## src/inc/sldd_pkg.sv

```systemverilog
// Shared constants for the serial-in latched display driver and its host controller.
`default_nettype none

package sldd_pkg;

  localparam int SLDD_STAGES = 48;
  localparam int SLDD_CLK_MHZ = 250;
  localparam int SLDD_SCLK_MAX_KHZ = 5000;
  // Half period of the serial clock in system cycles, rounded up to stay at or below max.
  localparam int SLDD_SCLK_HALF_CYC =
    (SLDD_CLK_MHZ * 1000 + 2 * SLDD_SCLK_MAX_KHZ - 1) / (2 * SLDD_SCLK_MAX_KHZ);
  // Strobe high time: 50 ns least, at 4 ns per cycle.
  localparam int SLDD_STROBE_NS = 50;
  localparam int SLDD_STROBE_CYC = (SLDD_STROBE_NS * SLDD_CLK_MHZ + 999) / 1000;
  localparam int SLDD_FIFO_DEPTH = 8;
  localparam int SLDD_ADDR_W = 2;
  localparam logic [1:0] SLDD_REG_FRAME_LO = 2'h0;
  localparam logic [1:0] SLDD_REG_FRAME_HI = 2'h1;
  localparam logic [1:0] SLDD_REG_CTRL = 2'h2;
  localparam logic [1:0] SLDD_REG_STATUS = 2'h3;
  localparam int SLDD_CTRL_CLEAR_BIT = 0;
  localparam int SLDD_CTRL_TEST_BIT = 1;
  localparam int SLDD_STAT_BUSY_BIT = 0;
  localparam int SLDD_STAT_FULL_BIT = 1;
  localparam int SLDD_STAT_EMPTY_BIT = 2;
  localparam int SLDD_STAT_SOUT_BIT = 3;
  localparam logic [31:0] SLDD_CTRL_RESET = 32'h0000_0001;

  typedef enum logic [2:0] {
    SLDD_IDLE,
    SLDD_LOW,
    SLDD_HIGH,
    SLDD_STROBE,
    SLDD_GAP
  } sldd_state_t;

endpackage : sldd_pkg

`default_nettype wire
```

## src/inc/sldd_if.sv

```systemverilog
// Pin-level link between the host controller and the display driver.
`default_nettype none

interface sldd_if;
  logic serial_data;
  logic serial_clk;
  logic latch_strobe;
  logic output_clear;
  logic all_on_test;
  logic serial_out;

  modport host (
    output serial_data,
    output serial_clk,
    output latch_strobe,
    output output_clear,
    output all_on_test,
    input serial_out
  );

  modport device (
    input serial_data,
    input serial_clk,
    input latch_strobe,
    input output_clear,
    input all_on_test,
    output serial_out
  );
endinterface : sldd_if

`default_nettype wire

```

## src/core/sldd_fifo.sv

```systemverilog
// Frame FIFO with valid and ready on both sides.
`default_nettype none

module sldd_fifo #(
  parameter int WIDTH = 48,
  parameter int DEPTH = 8
) (
  input wire logic clk,
  input wire logic rst_n,
  input wire logic in_valid,
  output logic in_ready,
  input wire logic [WIDTH-1:0] in_data,
  output logic out_valid,
  input wire logic out_ready,
  output logic [WIDTH-1:0] out_data
);

  localparam int AW = (DEPTH > 1) ? $clog2(DEPTH) : 1;

  logic [WIDTH-1:0] mem_reg [DEPTH];
  logic [AW-1:0] wr_ptr_reg;
  logic [AW-1:0] rd_ptr_reg;
  logic [AW:0] count_reg;
  logic push;
  logic pop;

  assign in_ready = (count_reg != (AW+1)'(DEPTH));
  assign out_valid = (count_reg != '0);
  assign out_data = mem_reg[rd_ptr_reg];
  assign push = in_valid && in_ready;
  assign pop = out_valid && out_ready;

  ////////////////////////////////////////////////////////////////////////////////
  always_ff @(posedge clk) begin
    if (push) begin
      mem_reg[wr_ptr_reg] <= in_data;
    end
  end

  always_ff @(posedge clk or negedge rst_n) begin
    if (!rst_n) begin
      wr_ptr_reg <= '0;
      rd_ptr_reg <= '0;
      count_reg <= '0;
    end else begin
      if (push) begin
        wr_ptr_reg <= (wr_ptr_reg == AW'(DEPTH - 1)) ? '0 : wr_ptr_reg + 1'b1;
      end
      if (pop) begin
        rd_ptr_reg <= (rd_ptr_reg == AW'(DEPTH - 1)) ? '0 : rd_ptr_reg + 1'b1;
      end
      if (push && !pop) begin
        count_reg <= count_reg + 1'b1;
      end else if (pop && !push) begin
        count_reg <= count_reg - 1'b1;
      end
    end
  end

endmodule : sldd_fifo

`default_nettype wire

```

## src/core/sldd_host.sv

```systemverilog
// Host controller: takes frames from software and shifts them out to the driver.
`default_nettype none

module sldd_host #(
  parameter int STAGES = sldd_pkg::SLDD_STAGES,
  parameter int DEPTH = sldd_pkg::SLDD_FIFO_DEPTH
) (
  input wire logic clk,
  input wire logic rst_n,
  input wire logic [sldd_pkg::SLDD_ADDR_W-1:0] addr,
  input wire logic [31:0] wdata,
  input wire logic wr,
  input wire logic rd,
  output logic [31:0] rdata,
  sldd_if.host link
);

  localparam int CW = 16;
  localparam logic [CW-1:0] HALF = CW'(sldd_pkg::SLDD_SCLK_HALF_CYC);
  localparam logic [CW-1:0] STRB = CW'(sldd_pkg::SLDD_STROBE_CYC);

  logic [31:0] lo_reg;
  logic [STAGES-1:0] frame;
  logic [31:0] ctrl_reg;
  logic fifo_in_ready;
  logic fifo_out_valid;
  logic fifo_pop;
  logic [STAGES-1:0] fifo_out_data;
  logic push;
  sldd_pkg::sldd_state_t state_reg;
  logic [STAGES-1:0] shreg_reg;
  logic [6:0] bits_reg;
  logic [CW-1:0] tmr_reg;
  logic sdata_reg;
  logic sclk_reg;
  logic strobe_reg;
  logic sout_m_reg;
  logic sout_s_reg;
  logic [31:0] status_word;

  // True in a cycle that writes the register at index idx.
  function automatic logic reg_write(
    logic strobe,
    logic [sldd_pkg::SLDD_ADDR_W-1:0] at,
    logic [sldd_pkg::SLDD_ADDR_W-1:0] idx
  );
    return strobe && (at == idx);
  endfunction

  ////////////////////////////////////////////////////////////////////////////////
  // Writing the high word pushes the frame assembled with the low word.
  // A push into a full queue is dropped, so software checks the full flag first.
  assign frame = {wdata[STAGES-33:0], lo_reg};
  assign push = reg_write(wr, addr, sldd_pkg::SLDD_REG_FRAME_HI);
  assign fifo_pop = (state_reg == sldd_pkg::SLDD_IDLE) && fifo_out_valid;

  // The queue lets software post frames while an earlier one is still shifting.
  sldd_fifo #(
    .WIDTH(STAGES),
    .DEPTH(DEPTH)
  ) u_fifo (
    .clk(clk),
    .rst_n(rst_n),
    .in_valid(push),
    .in_ready(fifo_in_ready),
    .in_data(frame),
    .out_valid(fifo_out_valid),
    .out_ready(fifo_pop),
    .out_data(fifo_out_data)
  );

  always_ff @(posedge clk or negedge rst_n) begin
    if (!rst_n) begin
      lo_reg <= '0;
    end else if (reg_write(wr, addr, sldd_pkg::SLDD_REG_FRAME_LO)) begin
      lo_reg <= wdata;
    end
  end

  // Control resets with clear set, so the display stays blank until software unblanks it.
  always_ff @(posedge clk or negedge rst_n) begin
    if (!rst_n) begin
      ctrl_reg <= sldd_pkg::SLDD_CTRL_RESET;
    end else if (reg_write(wr, addr, sldd_pkg::SLDD_REG_CTRL)) begin
      ctrl_reg <= {30'h0, wdata[1:0]};
    end
  end

  ////////////////////////////////////////////////////////////////////////////////
  // Serial output of the driver crosses in through two flops.
  always_ff @(posedge clk or negedge rst_n) begin
    if (!rst_n) begin
      sout_m_reg <= 1'b0;
      sout_s_reg <= 1'b0;
    end else begin
      sout_m_reg <= link.serial_out;
      sout_s_reg <= sout_m_reg;
    end
  end

  always_comb begin
    status_word = '0;
    status_word[sldd_pkg::SLDD_STAT_BUSY_BIT] = (state_reg != sldd_pkg::SLDD_IDLE);
    status_word[sldd_pkg::SLDD_STAT_FULL_BIT] = !fifo_in_ready;
    status_word[sldd_pkg::SLDD_STAT_EMPTY_BIT] = !fifo_out_valid;
    status_word[sldd_pkg::SLDD_STAT_SOUT_BIT] = sout_s_reg;
  end

  always_ff @(posedge clk or negedge rst_n) begin
    if (!rst_n) begin
      rdata <= '0;
    end else if (rd) begin
      case (addr)
        sldd_pkg::SLDD_REG_FRAME_LO: rdata <= lo_reg;
        sldd_pkg::SLDD_REG_CTRL: rdata <= ctrl_reg;
        sldd_pkg::SLDD_REG_STATUS: rdata <= status_word;
        default: rdata <= '0;
      endcase
    end else begin
      // Read data stand for one cycle only and read as zero otherwise.
      rdata <= '0;
    end
  end

  ////////////////////////////////////////////////////////////////////////////////
  // Frame sequencer: data set up at low phase, clock rises mid-bit, strobe after last bit.
  // The strobe waits a full half period after the last clock fall, and the next frame
  // waits for the strobe to drop, so the driver never sees clock and strobe together.
  always_ff @(posedge clk or negedge rst_n) begin
    if (!rst_n) begin
      state_reg <= sldd_pkg::SLDD_IDLE;
      shreg_reg <= '0;
      bits_reg <= '0;
      tmr_reg <= '0;
      sdata_reg <= 1'b0;
      sclk_reg <= 1'b0;
      strobe_reg <= 1'b0;
    end else begin
      case (state_reg)
        sldd_pkg::SLDD_IDLE: begin
          sclk_reg <= 1'b0;
          strobe_reg <= 1'b0;
          if (fifo_out_valid) begin
            // Most significant bit goes first so it ends in the last stage.
            shreg_reg <= fifo_out_data << 1;
            sdata_reg <= fifo_out_data[STAGES-1];
            bits_reg <= 7'(STAGES);
            tmr_reg <= HALF;
            state_reg <= sldd_pkg::SLDD_LOW;
          end
        end
        sldd_pkg::SLDD_LOW: begin
          if (tmr_reg > 1) begin
            tmr_reg <= tmr_reg - 1'b1;
          end else begin
            // Bits are counted at their rising edge, so the count is zero after the last.
            sclk_reg <= 1'b1;
            tmr_reg <= HALF;
            bits_reg <= bits_reg - 1'b1;
            state_reg <= sldd_pkg::SLDD_HIGH;
          end
        end
        sldd_pkg::SLDD_HIGH: begin
          if (tmr_reg > 1) begin
            tmr_reg <= tmr_reg - 1'b1;
          end else begin
            sclk_reg <= 1'b0;
            tmr_reg <= HALF;
            // After the last high phase the clock rests low for a gap before the strobe.
            if (bits_reg == '0) begin
              state_reg <= sldd_pkg::SLDD_GAP;
            end else begin
              sdata_reg <= shreg_reg[STAGES-1];
              shreg_reg <= shreg_reg << 1;
              state_reg <= sldd_pkg::SLDD_LOW;
            end
          end
        end
        sldd_pkg::SLDD_GAP: begin
          if (tmr_reg > 1) begin
            tmr_reg <= tmr_reg - 1'b1;
          end else begin
            strobe_reg <= 1'b1;
            tmr_reg <= STRB;
            state_reg <= sldd_pkg::SLDD_STROBE;
          end
        end
        sldd_pkg::SLDD_STROBE: begin
          if (tmr_reg > 1) begin
            tmr_reg <= tmr_reg - 1'b1;
          end else begin
            // Back to idle; a queued frame is popped on the next edge.
            strobe_reg <= 1'b0;
            state_reg <= sldd_pkg::SLDD_IDLE;
          end
        end
        default: state_reg <= sldd_pkg::SLDD_IDLE;
      endcase
    end
  end

  ////////////////////////////////////////////////////////////////////////////////
  // Every link pin comes straight from a flop, so the driver never sees a glitch.
  assign link.serial_data = sdata_reg;
  assign link.serial_clk = sclk_reg;
  assign link.latch_strobe = strobe_reg;
  assign link.output_clear = ctrl_reg[sldd_pkg::SLDD_CTRL_CLEAR_BIT];
  assign link.all_on_test = ctrl_reg[sldd_pkg::SLDD_CTRL_TEST_BIT];

endmodule : sldd_host

`default_nettype wire

```

## src/flat_wrapper.sv

```systemverilog
// flat-port wrapper written by rule: the top's interface ports become plain ports
module sldd_host_flat 
#(
  parameter int STAGES = sldd_pkg::SLDD_STAGES,
  parameter int DEPTH = sldd_pkg::SLDD_FIFO_DEPTH
)
  (clk, rst_n, addr, wdata, wr, rd, rdata, link_serial_data, link_serial_clk, link_latch_strobe, link_output_clear, link_all_on_test, link_serial_out);
  sldd_if link_i ();
  input wire logic clk;
  input wire logic rst_n;
  input wire logic [sldd_pkg::SLDD_ADDR_W-1:0] addr;
  input wire logic [31:0] wdata;
  input wire logic wr;
  input wire logic rd;
  output logic [31:0] rdata;
  output wire logic [$bits(link_i.serial_data)-1:0] link_serial_data;
  output wire logic [$bits(link_i.serial_clk)-1:0] link_serial_clk;
  output wire logic [$bits(link_i.latch_strobe)-1:0] link_latch_strobe;
  output wire logic [$bits(link_i.output_clear)-1:0] link_output_clear;
  output wire logic [$bits(link_i.all_on_test)-1:0] link_all_on_test;
  input wire logic [$bits(link_i.serial_out)-1:0] link_serial_out;
  assign link_serial_data = link_i.serial_data;
  assign link_serial_clk = link_i.serial_clk;
  assign link_latch_strobe = link_i.latch_strobe;
  assign link_output_clear = link_i.output_clear;
  assign link_all_on_test = link_i.all_on_test;
  assign link_i.serial_out = link_serial_out;
  sldd_host #(.STAGES(STAGES), .DEPTH(DEPTH)) u_core (.clk(clk), .rst_n(rst_n), .addr(addr), .wdata(wdata), .wr(wr), .rd(rd), .rdata(rdata), .link(link_i));
endmodule
```

## config.mk

```make
export PLATFORM = sky130hd
export DESIGN_NAME = sldd_host_flat
export DESIGN_NICKNAME = d
export VERILOG_FILES = /design/src/inc/sldd_pkg.sv /design/src/inc/sldd_if.sv /design/src/core/sldd_fifo.sv /design/src/core/sldd_host.sv /design/src/flat_wrapper.sv
export SDC_FILE = /design/constraint.sdc
export NUM_CORES = 1
export LEC_CHECK = 0
export BUFFER_PORTS_ARGS = -buffer_cell sky130_fd_sc_hd__buf_2
export CORE_ASPECT_RATIO = 1.4
export CORE_UTILIZATION = 50
export DETAILED_ROUTE_END_ITERATION = 8
export MAX_ROUTING_LAYER = met4
export PLACE_DENSITY = 0.67
export SLEW_MARGIN = 20
export SYNTH_ARGS = -nofsm -noshare
export SYNTH_HDL_FRONTEND = slang
export SYNTH_SLANG_ARGS = --single-unit
```

## constraint.sdc

```tcl
create_clock -name clk -period 6 [get_ports clk]
set_input_delay 1.2 -clock clk [delete_from_list [all_inputs] [get_ports clk]]
set_output_delay 1.2 -clock clk [all_outputs]
set_load 0.01 [all_outputs]
```

==> flow_summary.json, run 1 <==
{
  "via_per_inst": 5.75,
  "max_stage_delay_ps": 950,
  "clk_pin_slew_ps": 60,
  "first_iter_violations": 790,
  "synthArstFlopShare_pct": 28.6,
  "critPathLaunch": "u_core.tmr_reg[4]$_DFFE_PN0P_",
  "cts_sinks": 538,
  "ioPinCount": 76,
  "placed_cells": 1764,
  "drt_first_pass_iters": 7,
  "post_drt_wl_per_cell_microns": 22.6,
  "ant_nets": 0,
  "setup_viol": 0,
  "reg2regPathDepth": 6,
  "synth_edf_count": 384,
  "cts_tree": "yes",
  "post-cts-setup-buffers": 0,
  "setup_slack_ps": 2420,
  "crit_type": "reg2reg",
  "switching_share_pct": 21.6,
  "cp.arrival_ps": 4030,
  "cts-buffers-inserted": 50,
  "syn_area_per_cell_sq_um": 18.0,
  "overflow": 0,
  "postCtsResizedCells": 0,
  "drv_cap": 0,
  "fin_setup_tns_ps": 0,
  "cp_slowest_cell": "o31ai_4",
  "core_area_sq_um": 42100,
  "largest_register_ffs": 384,
  "preCtsSetupSlack_ps": 2170,
  "vias": 10700,
  "seqPwrFrac_pct": 55.2,
  "drc": 0,
  "power_leakage_nw": 8.43,
  "period_minus_slack_ps": 3580,
  "synthTopCellsByCount": "edfxtp_1, dfrtp_1, mux4_2",
  "clockBufferDepth": 3,
  "min_from": "u_core.sout_m_reg$_DFF_PN0_",
  "drive_gt1_share_pct": 28.1,
  "syn_nets": 1235,
  "critPathLaunchType": "flip-flop",
  "dieArea_sq_um": 43400,
  "htree_levels": 2,
  "synth.most_common_cell": "edfxtp_1",
  "syn_inst": 1185,
  "grt_pass1_vias": 11300,
  "synth.area.top_cells": "edfxtp_1, dfrtp_1, mux4_2",
  "die-height_microns": 246,
  "synth_area_leader_cell": "edfxtp_1",
  "cts-root-buf": "clkbuf_16",
  "drt-total-wl_microns": 42000,
  "track_usage_pct": 21.0,
  "r2r_setup_slack_ps": 2420,
  "grt_pass1_wl_microns": 66600,
  "worstReg2RegStart": "u_core.tmr_reg[4]$_DFFE_PN0P_",
  "fin_skew_ps": 14.2,
  "insertion_delay_ps": 570,
  "rsz0062_at_grt": "false",
  "worstPathMaxFanout": 19,
  "cts_hold_buf": 0,
  "fmaxAchievable_mhz": 279,
  "initial_core_util_pct": 50.6,
  "rows": 89,
  "die_w_microns": 176,
  "hold_class": "reg2reg",
  "yosysSeqAreaShare_pct": 72.3,
  "internal_power_mw": 6.28,
  "p_switching_mw": 1.73,
  "io_buffers": 75,
  "worst_setup_path_endpoint": "u_core.shreg_reg[32]$_DFFE_PN0P_",
  "finalPower_mw": 8.02,
  "cp_num_buf_inv": 1,
  "crit_family": "simple AND/OR/NAND/NOR gates",
  "hold_viol_final": 0,
  "gp_congestion": 0.846,
  "ys_ff_latch": 538,
  "dpl.hpwl_microns": 24000,
  "crit_chain": "nor4_4 > nand4_4 > or2_0 > o31ai_4 > buf_4 > mux2_2",
  "fillCellCount": 3197,
  "worstMarginPinSlew_ps": 1060,
  "worst-path-stages": 6,
  "netlist.area_leader.share_pct": 54.2,
  "synth-main-ff-cell": "edfxtp_1",
  "fin_nets": 1321,
  "power_frac_clock_pct": 40.3,
  "power_density_nw_per_um2": 333,
  "outcome": "finished, final reports clean",
  "combPwrFrac_pct": 4.5,
  "ir_drop_v": 0.000229,
  "slew_viol_final": 0,
  "slew_headroom_pct": 29.4,
  "yosys_warnings": 0,
  "end_kind": "flip-flop",
  "ys_types": 58,
  "crit_required_ps": 6450,
  "syn_area_sq_um": 21300,
  "post-route-period-util_pct": 59.7,
  "grt_max_degree": 75,
  "antenna_found_initial": 2,
  "area_growth_pct": 13.0,
  "r2r_end": "u_core.shreg_reg[32]$_DFFE_PN0P_",
  "layout.cells.non_filler": 1861
}
## power groups by stage
stage,registers (mW),clock network (mW),logic [mW]
6_report,4.42,3.23,0.361
5_1_grt,4.45,3.43,0.400
4_1_cts,4.43,3.30,0.369
3_5_place_dp,4.50,0,0.368
3_3_place_gp,4.49,0,0.356
2_1_floorplan,4.44,0,0.209
## cell families after synthesis
group	after synthesis	synth area share, %
AO/OA/AOI/OAI	119	3.33
multiplexers	229	16.9
flip-flops	538	72.3
adder cells (fa/ha/maj)	11	0.682
buffers and inverters	74	1.49
AND/OR/NAND/NOR	208	5.10
XOR/XNOR	6	0.247
## through the flow
stage                     area, sq um  hold slack (ps)  util (%)
after global placement          22300              332      53.0
after global routing            24100              366      57.1
final                           24100              351      57.1
after floorplan                 21300              331         -
after detailed placement        22300              340      53.1
after CTS                       24000              353      57.1
## per-layer routing
layer	vias up	global-route usage (%)	part of all wire, %
li1	4810	-	-
met3	67	2.53	3.3
met4	0	6.36	2.3
met1	5617	27.0	43
met2	213	35.2	52
met5	-	-	0
## cells in the final DEF (no fill, tap or decap), types with 5 or more instances in the layout
cell type | synthesis | final
mux2_2 | 75 | 75
nor4_1 | 5 | 5
o31ai_1 | 5 | 5
nor2_4 | 0 | 6
or3_1 | 10 | 10
o21ai_0 | 19 | 19
mux4_2 | 96 | 96
a21o_1 | 5 | 5
nand2_1 | 30 | 30
ha_1 | 10 | 10
and3_1 | 29 | 29
or4_1 | 6 | 6
bufinv_16 | 0 | 7
inv_1 | 12 | 12
buf_2 | 10 | 74
dfrtp_1 | 153 | 150
clkinv_2 | 0 | 12
edfxtp_1 | 384 | 384
mux2_1 | 8 | 8
clkbuf_16 | 0 | 50
mux2i_1 | 50 | 50
nor2_1 | 73 | 66
nand3_1 | 11 | 10
buf_4 | 3 | 18
nor3_1 | 11 | 9
a21oi_1 | 66 | 66
nand2b_1 | 5 | 5
clkbuf_1 | 36 | 14
## final cells by class
cell class                      count  area (sq um)  share of cell area [%]
Inverter                           12          45.0                   0.187
Clock inverter                     27           327                    1.36
Clock buffer                       67          1350                    5.59
Antenna cell                        2          5.00                  0.0208
Sequential cell                   538         15400                    64.0
Tap cell                          546           683                    2.84
Timing Repair Buffer               96           592                    2.46
Multi-Input combinational cell    573          5660                    23.5
## worst min path at each step
stage / cells after the start / slack, ps / endpoint
5_1_grt: 0 / 370 / u_core.sout_s_reg$_DFF_PN0_
3_5_place_dp: 0 / 340 / u_core.sout_s_reg$_DFF_PN0_
4_1_cts: 0 / 350 / u_core.sout_s_reg$_DFF_PN0_
6_report: 0 / 350 / u_core.sout_s_reg$_DFF_PN0_
2_1_floorplan: 0 / 330 / u_core.sout_s_reg$_DFF_PN0_
3_3_place_gp: 0 / 330 / u_core.sout_s_reg$_DFF_PN0_
No activity file was read; power rests on OpenSTA's default activity.
==> inputs of run 2 (changes only) <==
- clock period: 6 -> 3.35 ns (I/O delays scaled with it)
==> run 2 against run 1 <==
  * Wire length increased by 1.3%
  * Clock power increased by 75%
  * Hold slack got worse by 220 ps
  * Sequential power increased by 79%
  * Highest routed layer unchanged
  * Fmax increased by 33%
  * Combinational power increased by 85%
  * Critical path depth increased by 6
  * Largest cell class unchanged
  * Sequential share of layout area decreased by 0.56 points
  * Global-route usage increased by 0.19 points
  * Flip-flop and latch count unchanged
  * Clock skew increased by 2.5 ps
  * Non-clock buffer count increased by 10
==> flow_summary.json, run 2 (synthesized netlist as in run 1, its figures left out) <==
{
  "outcome": "finished, final reports clean",
  "grt_max_degree": 96,
  "mostFrequentLayoutCells": "edfxtp_1, dfrtp_1, mux4_2, mux2_2, buf_2",
  "fin_nets": 1331,
  "seqPwrFrac_pct": 55.7,
  "insertion_delay_ps": 570,
  "hold_slack_ps": 128,
  "switching_share_pct": 21.8,
  "die-height_microns": 246,
  "dpl.hpwl_microns": 23900,
  "critPathLaunchType": "flip-flop",
  "r2r_end": "u_core.u_fifo.count_reg[3]$_DFFE_PN0P_",
  "crit_chain": "or3_1 > nor2_1 > buf_4 > inv_1 > ha_1 > inv_1 > ha_1 > a21o_1 > a21oi_1 > xnor2_1 > nor2_1 > xor2_1",
  "fmaxAchievable_mhz": 372,
  "setup_viol": 0,
  "hold_class": "in2async",
  "ioPinCount": 76,
  "cts_tree": "yes",
  "rows": 89,
  "cts_hold_buf": 0,
  "ir_drop_v": 0.000381,
  "via_per_inst": 5.79,
  "fin_util_pct": 57.6,
  "crit_required_ps": 3790,
  "placed_cells": 1775,
  "cts-root-buf": "clkbuf_16",
  "end_kind": "flip-flop",
  "fin_skew_ps": 16.8,
  "io_buffers": 75,
  "drv_cap": 0,
  "fillCellCount": 3189,
  "rsz0062_at_grt": "false",
  "overflow": 0,
  "grt_pass1_vias": 11500,
  "post-route-period-util_pct": 80.2,
  "fin_setup_tns_ps": 0,
  "clockBufferDepth": 3,
  "post_drt_wl_per_cell_microns": 22.8,
  "ant_nets": 0,
  "cts_sinks": 538,
  "layout.cells.non_filler": 1870,
  "worstPathMaxFanout": 14,
  "core_area_sq_um": 42100,
  "slew_viol_final": 0,
  "cp.arrival_ps": 3130,
  "crit_type": "reg2reg",
  "internal_power_mw": 11.1,
  "cp_num_buf_inv": 3,
  "r2r_setup_slack_ps": 660,
  "drive_gt1_share_pct": 28.7,
  "cts-buffers-inserted": 50,
  "drc": 0,
  "crit_family": "simple AND/OR/NAND/NOR gates",
  "htree_levels": 2,
  "gp_congestion": 0.850,
  "clk_pin_slew_ps": 60,
  "post-cts-setup-buffers": 0,
  "antenna_found_initial": 3,
  "grt_pass1_wl_microns": 67300,
  "reg2regPathDepth": 12,
  "vias": 10800,
  "first_iter_violations": 775,
  "max_stage_delay_ps": 520,
  "period_minus_slack_ps": 2690,
  "worstMarginPinSlew_ps": 766,
  "cp_slowest_cell": "dfrtp_1",
  "postCtsResizedCells": 0,
  "setup_slack_ps": 662,
  "power_leakage_nw": 8.49,
  "power_density_nw_per_um2": 586,
  "dieArea_sq_um": 43400,
  "p_switching_mw": 3.09,
  "drt_first_pass_iters": 5,
  "worstReg2RegStart": "u_core.state_reg[2]$_DFFE_PN0P_",
  "drt-total-wl_microns": 42500,
  "preCtsSetupSlack_ps": 645,
  "mostFrequentLayoutCell": "edfxtp_1",
  "track_usage_pct": 21.2,
  "area_growth_pct": 14.0,
  "slew_headroom_pct": 48.9,
  "die_w_microns": 176,
  "combPwrFrac_pct": 4.7,
  "largest_register_ffs": 384,
  "initial_core_util_pct": 50.6,
  "power_frac_clock_pct": 39.6,
  "hold_viol_final": 0
}
-- run 2: cell count changes in the layout (fill, tap and decap cells not counted), sizes merged --
| cell | before | now |
|---|---|---|
| buf | 96 | 106 |
| bufinv | 7 | 4 |
| clkbuf | 67 | 69 |
| clkinv | 17 | 16 |
| clkinvlp | 1 | 2 |
| diode | 2 | 1 |
| inv | 14 | 15 |
-- run 2: final cells by class --
| class | count | area (sq um) | share of cell area, % |
|---|---|---|---|
| Clock buffer | 69 | 1390 | 5.74 |
| Tap cell | 546 | 683 | 2.82 |
| Clock inverter | 25 | 258 | 1.06 |
| Timing Repair Buffer | 106 | 815 | 3.36 |
| Multi-Input combinational cell | 573 | 5670 | 23.4 |
| Inverter | 12 | 45.0 | 0.186 |
| Antenna cell | 1 | 2.50 | 0.0103 |
| Sequential cell | 538 | 15400 | 63.4 |
-- run 2: how the worst max path moves through the flow --
stage,start,end,slack [ps],depth (start not counted)
after global routing,u_core.u_fifo.count_reg[0]$_DFFE_PN0P_,u_core.u_fifo.count_reg[3]$_DFFE_PN0P_,500,12
final,u_core.state_reg[2]$_DFFE_PN0P_,u_core.u_fifo.count_reg[3]$_DFFE_PN0P_,660,12
after global placement,addr[1],u_core.u_fifo.count_reg[3]$_DFFE_PN0P_,650,11
after CTS,u_core.state_reg[2]$_DFFE_PN0P_,u_core.u_fifo.count_reg[3]$_DFFE_PN0P_,660,12
after floorplan,addr[1],u_core.u_fifo.mem_reg[6][0]$_DFFE_PP_,-510,5
after detailed placement,addr[1],u_core.u_fifo.mem_reg[2][9]$_DFFE_PP_,640,6
-- run 2: through the flow --
step                      power (mW)  instance area, sq um
final                           14.2                 24300
after floorplan                 8.33                 21300
after detailed placement        8.74                 22600
after global placement          8.69                 22600
after CTS                       14.4                 24300
after global routing            14.7                 24300
-- run 2: worst reg2reg max path, stage by stage (launching register included) --
cell     delay (ps)
dfrtp_1         520
or3_1           480
nor2_1          110
buf_4           160
inv_1            60
ha_1            200
inv_1           130
ha_1            240
a21o_1          170
a21oi_1         160
xnor2_1         130
nor2_1           70
xor2_1          140
-- run 2: layer usage --
metal	up-vias	share of wire (%)	GRT usage (%)
met5	-	0	-
met1	5639	40	26.1
met4	0	1.7	4.67
li1	4843	-	-
met3	72	4.4	2.79
met2	281	54	37.3
-- run 2: power by group through the flow --
stage | registers (mW) | clock network, mW | logic [mW]
global route | 7.97 | 6.04 | 0.741
detailed placement | 8.06 | 0 | 0.683
global placement | 8.03 | 0 | 0.668
finish | 7.92 | 5.64 | 0.668
floorplan | 7.96 | 0 | 0.375
CTS | 7.92 | 5.77 | 0.686
==> inputs of run 3 (changes only) <==
- ABC_AREA: unset -> 1
- PLACE_DENSITY: 0.67 -> 0.66
- clock period: 3.35 -> 2.6 ns (I/O delays scaled with it)
==> run 3 against run 2 <==
  * The flow now finishes with violations (DRC)
  * Final area up 3.3%
  * Non-clock buffer count grew 8
  * Total power grew 31%
  * Synthesized cell count rose by 77%
  * Fmax is 15% higher
  * Wire length is 18% higher
  * Setup slack got worse by 390 ps
  * Sequential share of layout area down 2.0 points
  * Area after synthesis is 4.0% higher
  * Critical path depth unchanged
  * First-iteration DRC count grew 34%
==> flow_summary.json, run 3 <==
{
  "worstPathMaxFanout": 7,
  "worstReg2RegStart": "u_core.u_fifo.count_reg[0]$_DFFE_PN0P_",
  "seq_area_sq_um": 15400,
  "mostFrequentLayoutCell": "nand2_1",
  "setup_viol": 0,
  "setup_slack_ps": 272,
  "initial_core_util_pct": 51.1,
  "dpl.hpwl_microns": 26900,
  "cts_tree": "yes",
  "clk_pin_slew_ps": 70,
  "worst-path-stages": 12,
  "netlist.area_leader.share_pct": 52.1,
  "ir_drop_v": 0.000569,
  "synth_area_leader_cell": "edfxtp_1",
  "grt_pass1_vias": 14700,
  "rsz0062_at_grt": "false",
  "fin_nets": 2214,
  "fillCellCount": 3529,
  "post_drt_wl_per_cell_microns": 18.2,
  "yosysSeqAreaShare_pct": 69.5,
  "crit_required_ps": 3100,
  "slew_viol_final": 0,
  "synth.area.top_cells": "edfxtp_1, dfrtp_1, nand2_1",
  "insertion_delay_ps": 570,
  "die_w_microns": 180,
  "hold_class": "in2reg",
  "reg2regPathDepth": 12,
  "htree_levels": 2,
  "synth.most_common_cell": "nand2_1",
  "r2r_end": "u_core.u_fifo.count_reg[3]$_DFFE_PN0P_",
  "largest_register_ffs": 384,
  "grt_max_degree": 114,
  "power_leakage_nw": 10.4,
  "ys_ff_latch": 538,
  "hold_viol_final": 0,
  "grt_pass1_wl_microns": 79700,
  "cts_sinks": 538,
  "crit_chain": "nor2_1 > nand3b_1 > nand4_1 > inv_1 > ha_1 > inv_1 > ha_1 > a21o_1 > a31oi_1 > xor2_1 > nand2_1 > nand2_1",
  "cp_slowest_cell": "dfrtp_1",
  "end_kind": "flip-flop",
  "io_buffers": 75,
  "n_antenna_cell": 0,
  "ant_nets": 0,
  "post-route-period-util_pct": 89.5,
  "rows": 90,
  "syn_nets": 2153,
  "period_minus_slack_ps": 2330,
  "mostFrequentLayoutCells": "nand2_1, edfxtp_1, nand3_1, dfrtp_1, nor2_1",
  "outcome": "finished, violations left",
  "postCtsResizedCells": 0,
  "crit_type": "reg2reg",
  "worst_setup_path_endpoint": "u_core.u_fifo.count_reg[3]$_DFFE_PN0P_",
  "die-height_microns": 251,
  "multiInputGateArea_sq_um": 6010,
  "fin_setup_tns_ps": 0,
  "core_area_sq_um": 43400,
  "fin_skew_ps": 12.2,
  "min_from": "link_serial_out",
  "vias": 14800,
  "fin_util_pct": 57.8,
  "cp.arrival_ps": 2830,
  "drive_gt1_share_pct": 10.6,
  "drc": 4,
  "cp_num_buf_inv": 2,
  "crit_family": "adder cells",
  "overflow": 0,
  "drt-total-wl_microns": 50200,
  "ioPinCount": 76,
  "antenna_found_initial": 1,
  "dieArea_sq_um": 45200,
  "synth-main-ff-cell": "edfxtp_1",
  "syn_area_per_cell_sq_um": 10.5,
  "fmaxAchievable_mhz": 430,
  "synth_edf_count": 384,
  "cts-buffers-inserted": 50,
  "synthTopCellsByCount": "nand2_1, edfxtp_1, nand3_1",
  "violations": "DRC",
  "r2r_setup_slack_ps": 270,
  "gp_congestion": 0.833,
  "via_per_inst": 5.37,
  "max_stage_delay_ps": 440,
  "ys_types": 37,
  "syn_area_sq_um": 22100,
  "clockBufferDepth": 3,
  "critPathLaunch": "u_core.u_fifo.count_reg[0]$_DFFE_PN0P_",
  "power_density_nw_per_um2": 742,
  "cts-root-buf": "clkbuf_16",
  "yosys_warnings": 0,
  "synthArstFlopShare_pct": 28.6,
  "drv_cap": 0,
  "track_usage_pct": 23.5,
  "area_growth_pct": 13.1,
  "preCtsSetupSlack_ps": 226,
  "syn_inst": 2103,
  "slew_headroom_pct": 40.9,
  "drt_first_pass_iters": 7,
  "first_iter_violations": 1039,
  "worstMarginPinSlew_ps": 886,
  "critPathLaunchType": "flip-flop"
}
-- run 3: cell count changes in the layout (fill, tap and decap cells not counted), moves of 42 or more --
| cell | before | now |
|---|---|---|
| nand2_1 | 30 | 822 |
| nand3_1 | 10 | 302 |
| mux4_2 | 96 | 0 |
| mux2_2 | 75 | 2 |
| inv_1 | 12 | 78 |
| mux2i_1 | 50 | 0 |
| nor2_1 | 66 | 108 |
-- run 3: area by class of cell --
cell class | count | area share [%]
inverters | 90 | 1.36
multi-input cells | 1370 | 24.0
repair buffers | 114 | 3.55
clock inverters | 20 | 1.00
well taps | 552 | 2.76
flip-flops and latches | 538 | 61.4
clock buffers | 74 | 5.93
-- run 3: where the power goes --
group | switching, mW | leakage, nW | internal, mW
sequential | 0.305 | 5.20 | 9.75
combinational | 0.631 | 4.33 | 0.304
clock | 3.05 | 0.840 | 4.55
-- run 3: worst min-delay path by stage --
stage | to | depth (start not counted)
final | u_core.sout_m_reg$_DFF_PN0_ | 1
after global routing | u_core.sout_m_reg$_DFF_PN0_ | 1
after floorplan | u_core.bits_reg[0]$_DFFE_PN0P_ | 0
after detailed placement | u_core.sout_s_reg$_DFF_PN0_ | 0
after global placement | u_core.sout_s_reg$_DFF_PN0_ | 0
after CTS | u_core.sout_m_reg$_DFF_PN0_ | 1
-- run 3: per-stage QoR --
step	hold slack, ps	total power, mW	cells	cell area [sq um]
after floorplan	224	10.7	2103	22200
after global placement	345	11.1	2663	23300
after detailed placement	350	11.2	2663	23300
after CTS	45.9	18.7	2758	25100
after global routing	46.9	19.2	2758	25100
final	67.2	18.6	2758	25100
-- run 3: layer usage --
layer  wire length (microns)  up-vias  share of wire (%)  track usage, %
li1                        -     7132                  -               -
met2                   25300      426                 50            40.5
met5                       0        -                  0               -
met1                   21100     7168                 42            28.6
met3                    2290       95                4.6            2.72
met4                    1530        0                3.0            8.72
-- run 3: cells by family after synthesis --
logic type | Yosys count | synth area share, %
flip-flops | 538 | 69.5
AND/OR/NAND/NOR | 1270 | 23.8
multiplexers | 2 | 0.102
adder cells (fa/ha/maj) | 11 | 0.655
AO/OA/AOI/OAI | 76 | 1.85
XOR/XNOR | 11 | 0.435
buffers and inverters | 195 | 3.73
-- run 3: repair_timing --
| item | in CTS | in global routing |
|---|---|---|
| hold buffers | 1 | 0 |
| endpoints found under the hold margin | 52 | 0 |
| setup buffers | 0 | 0 |
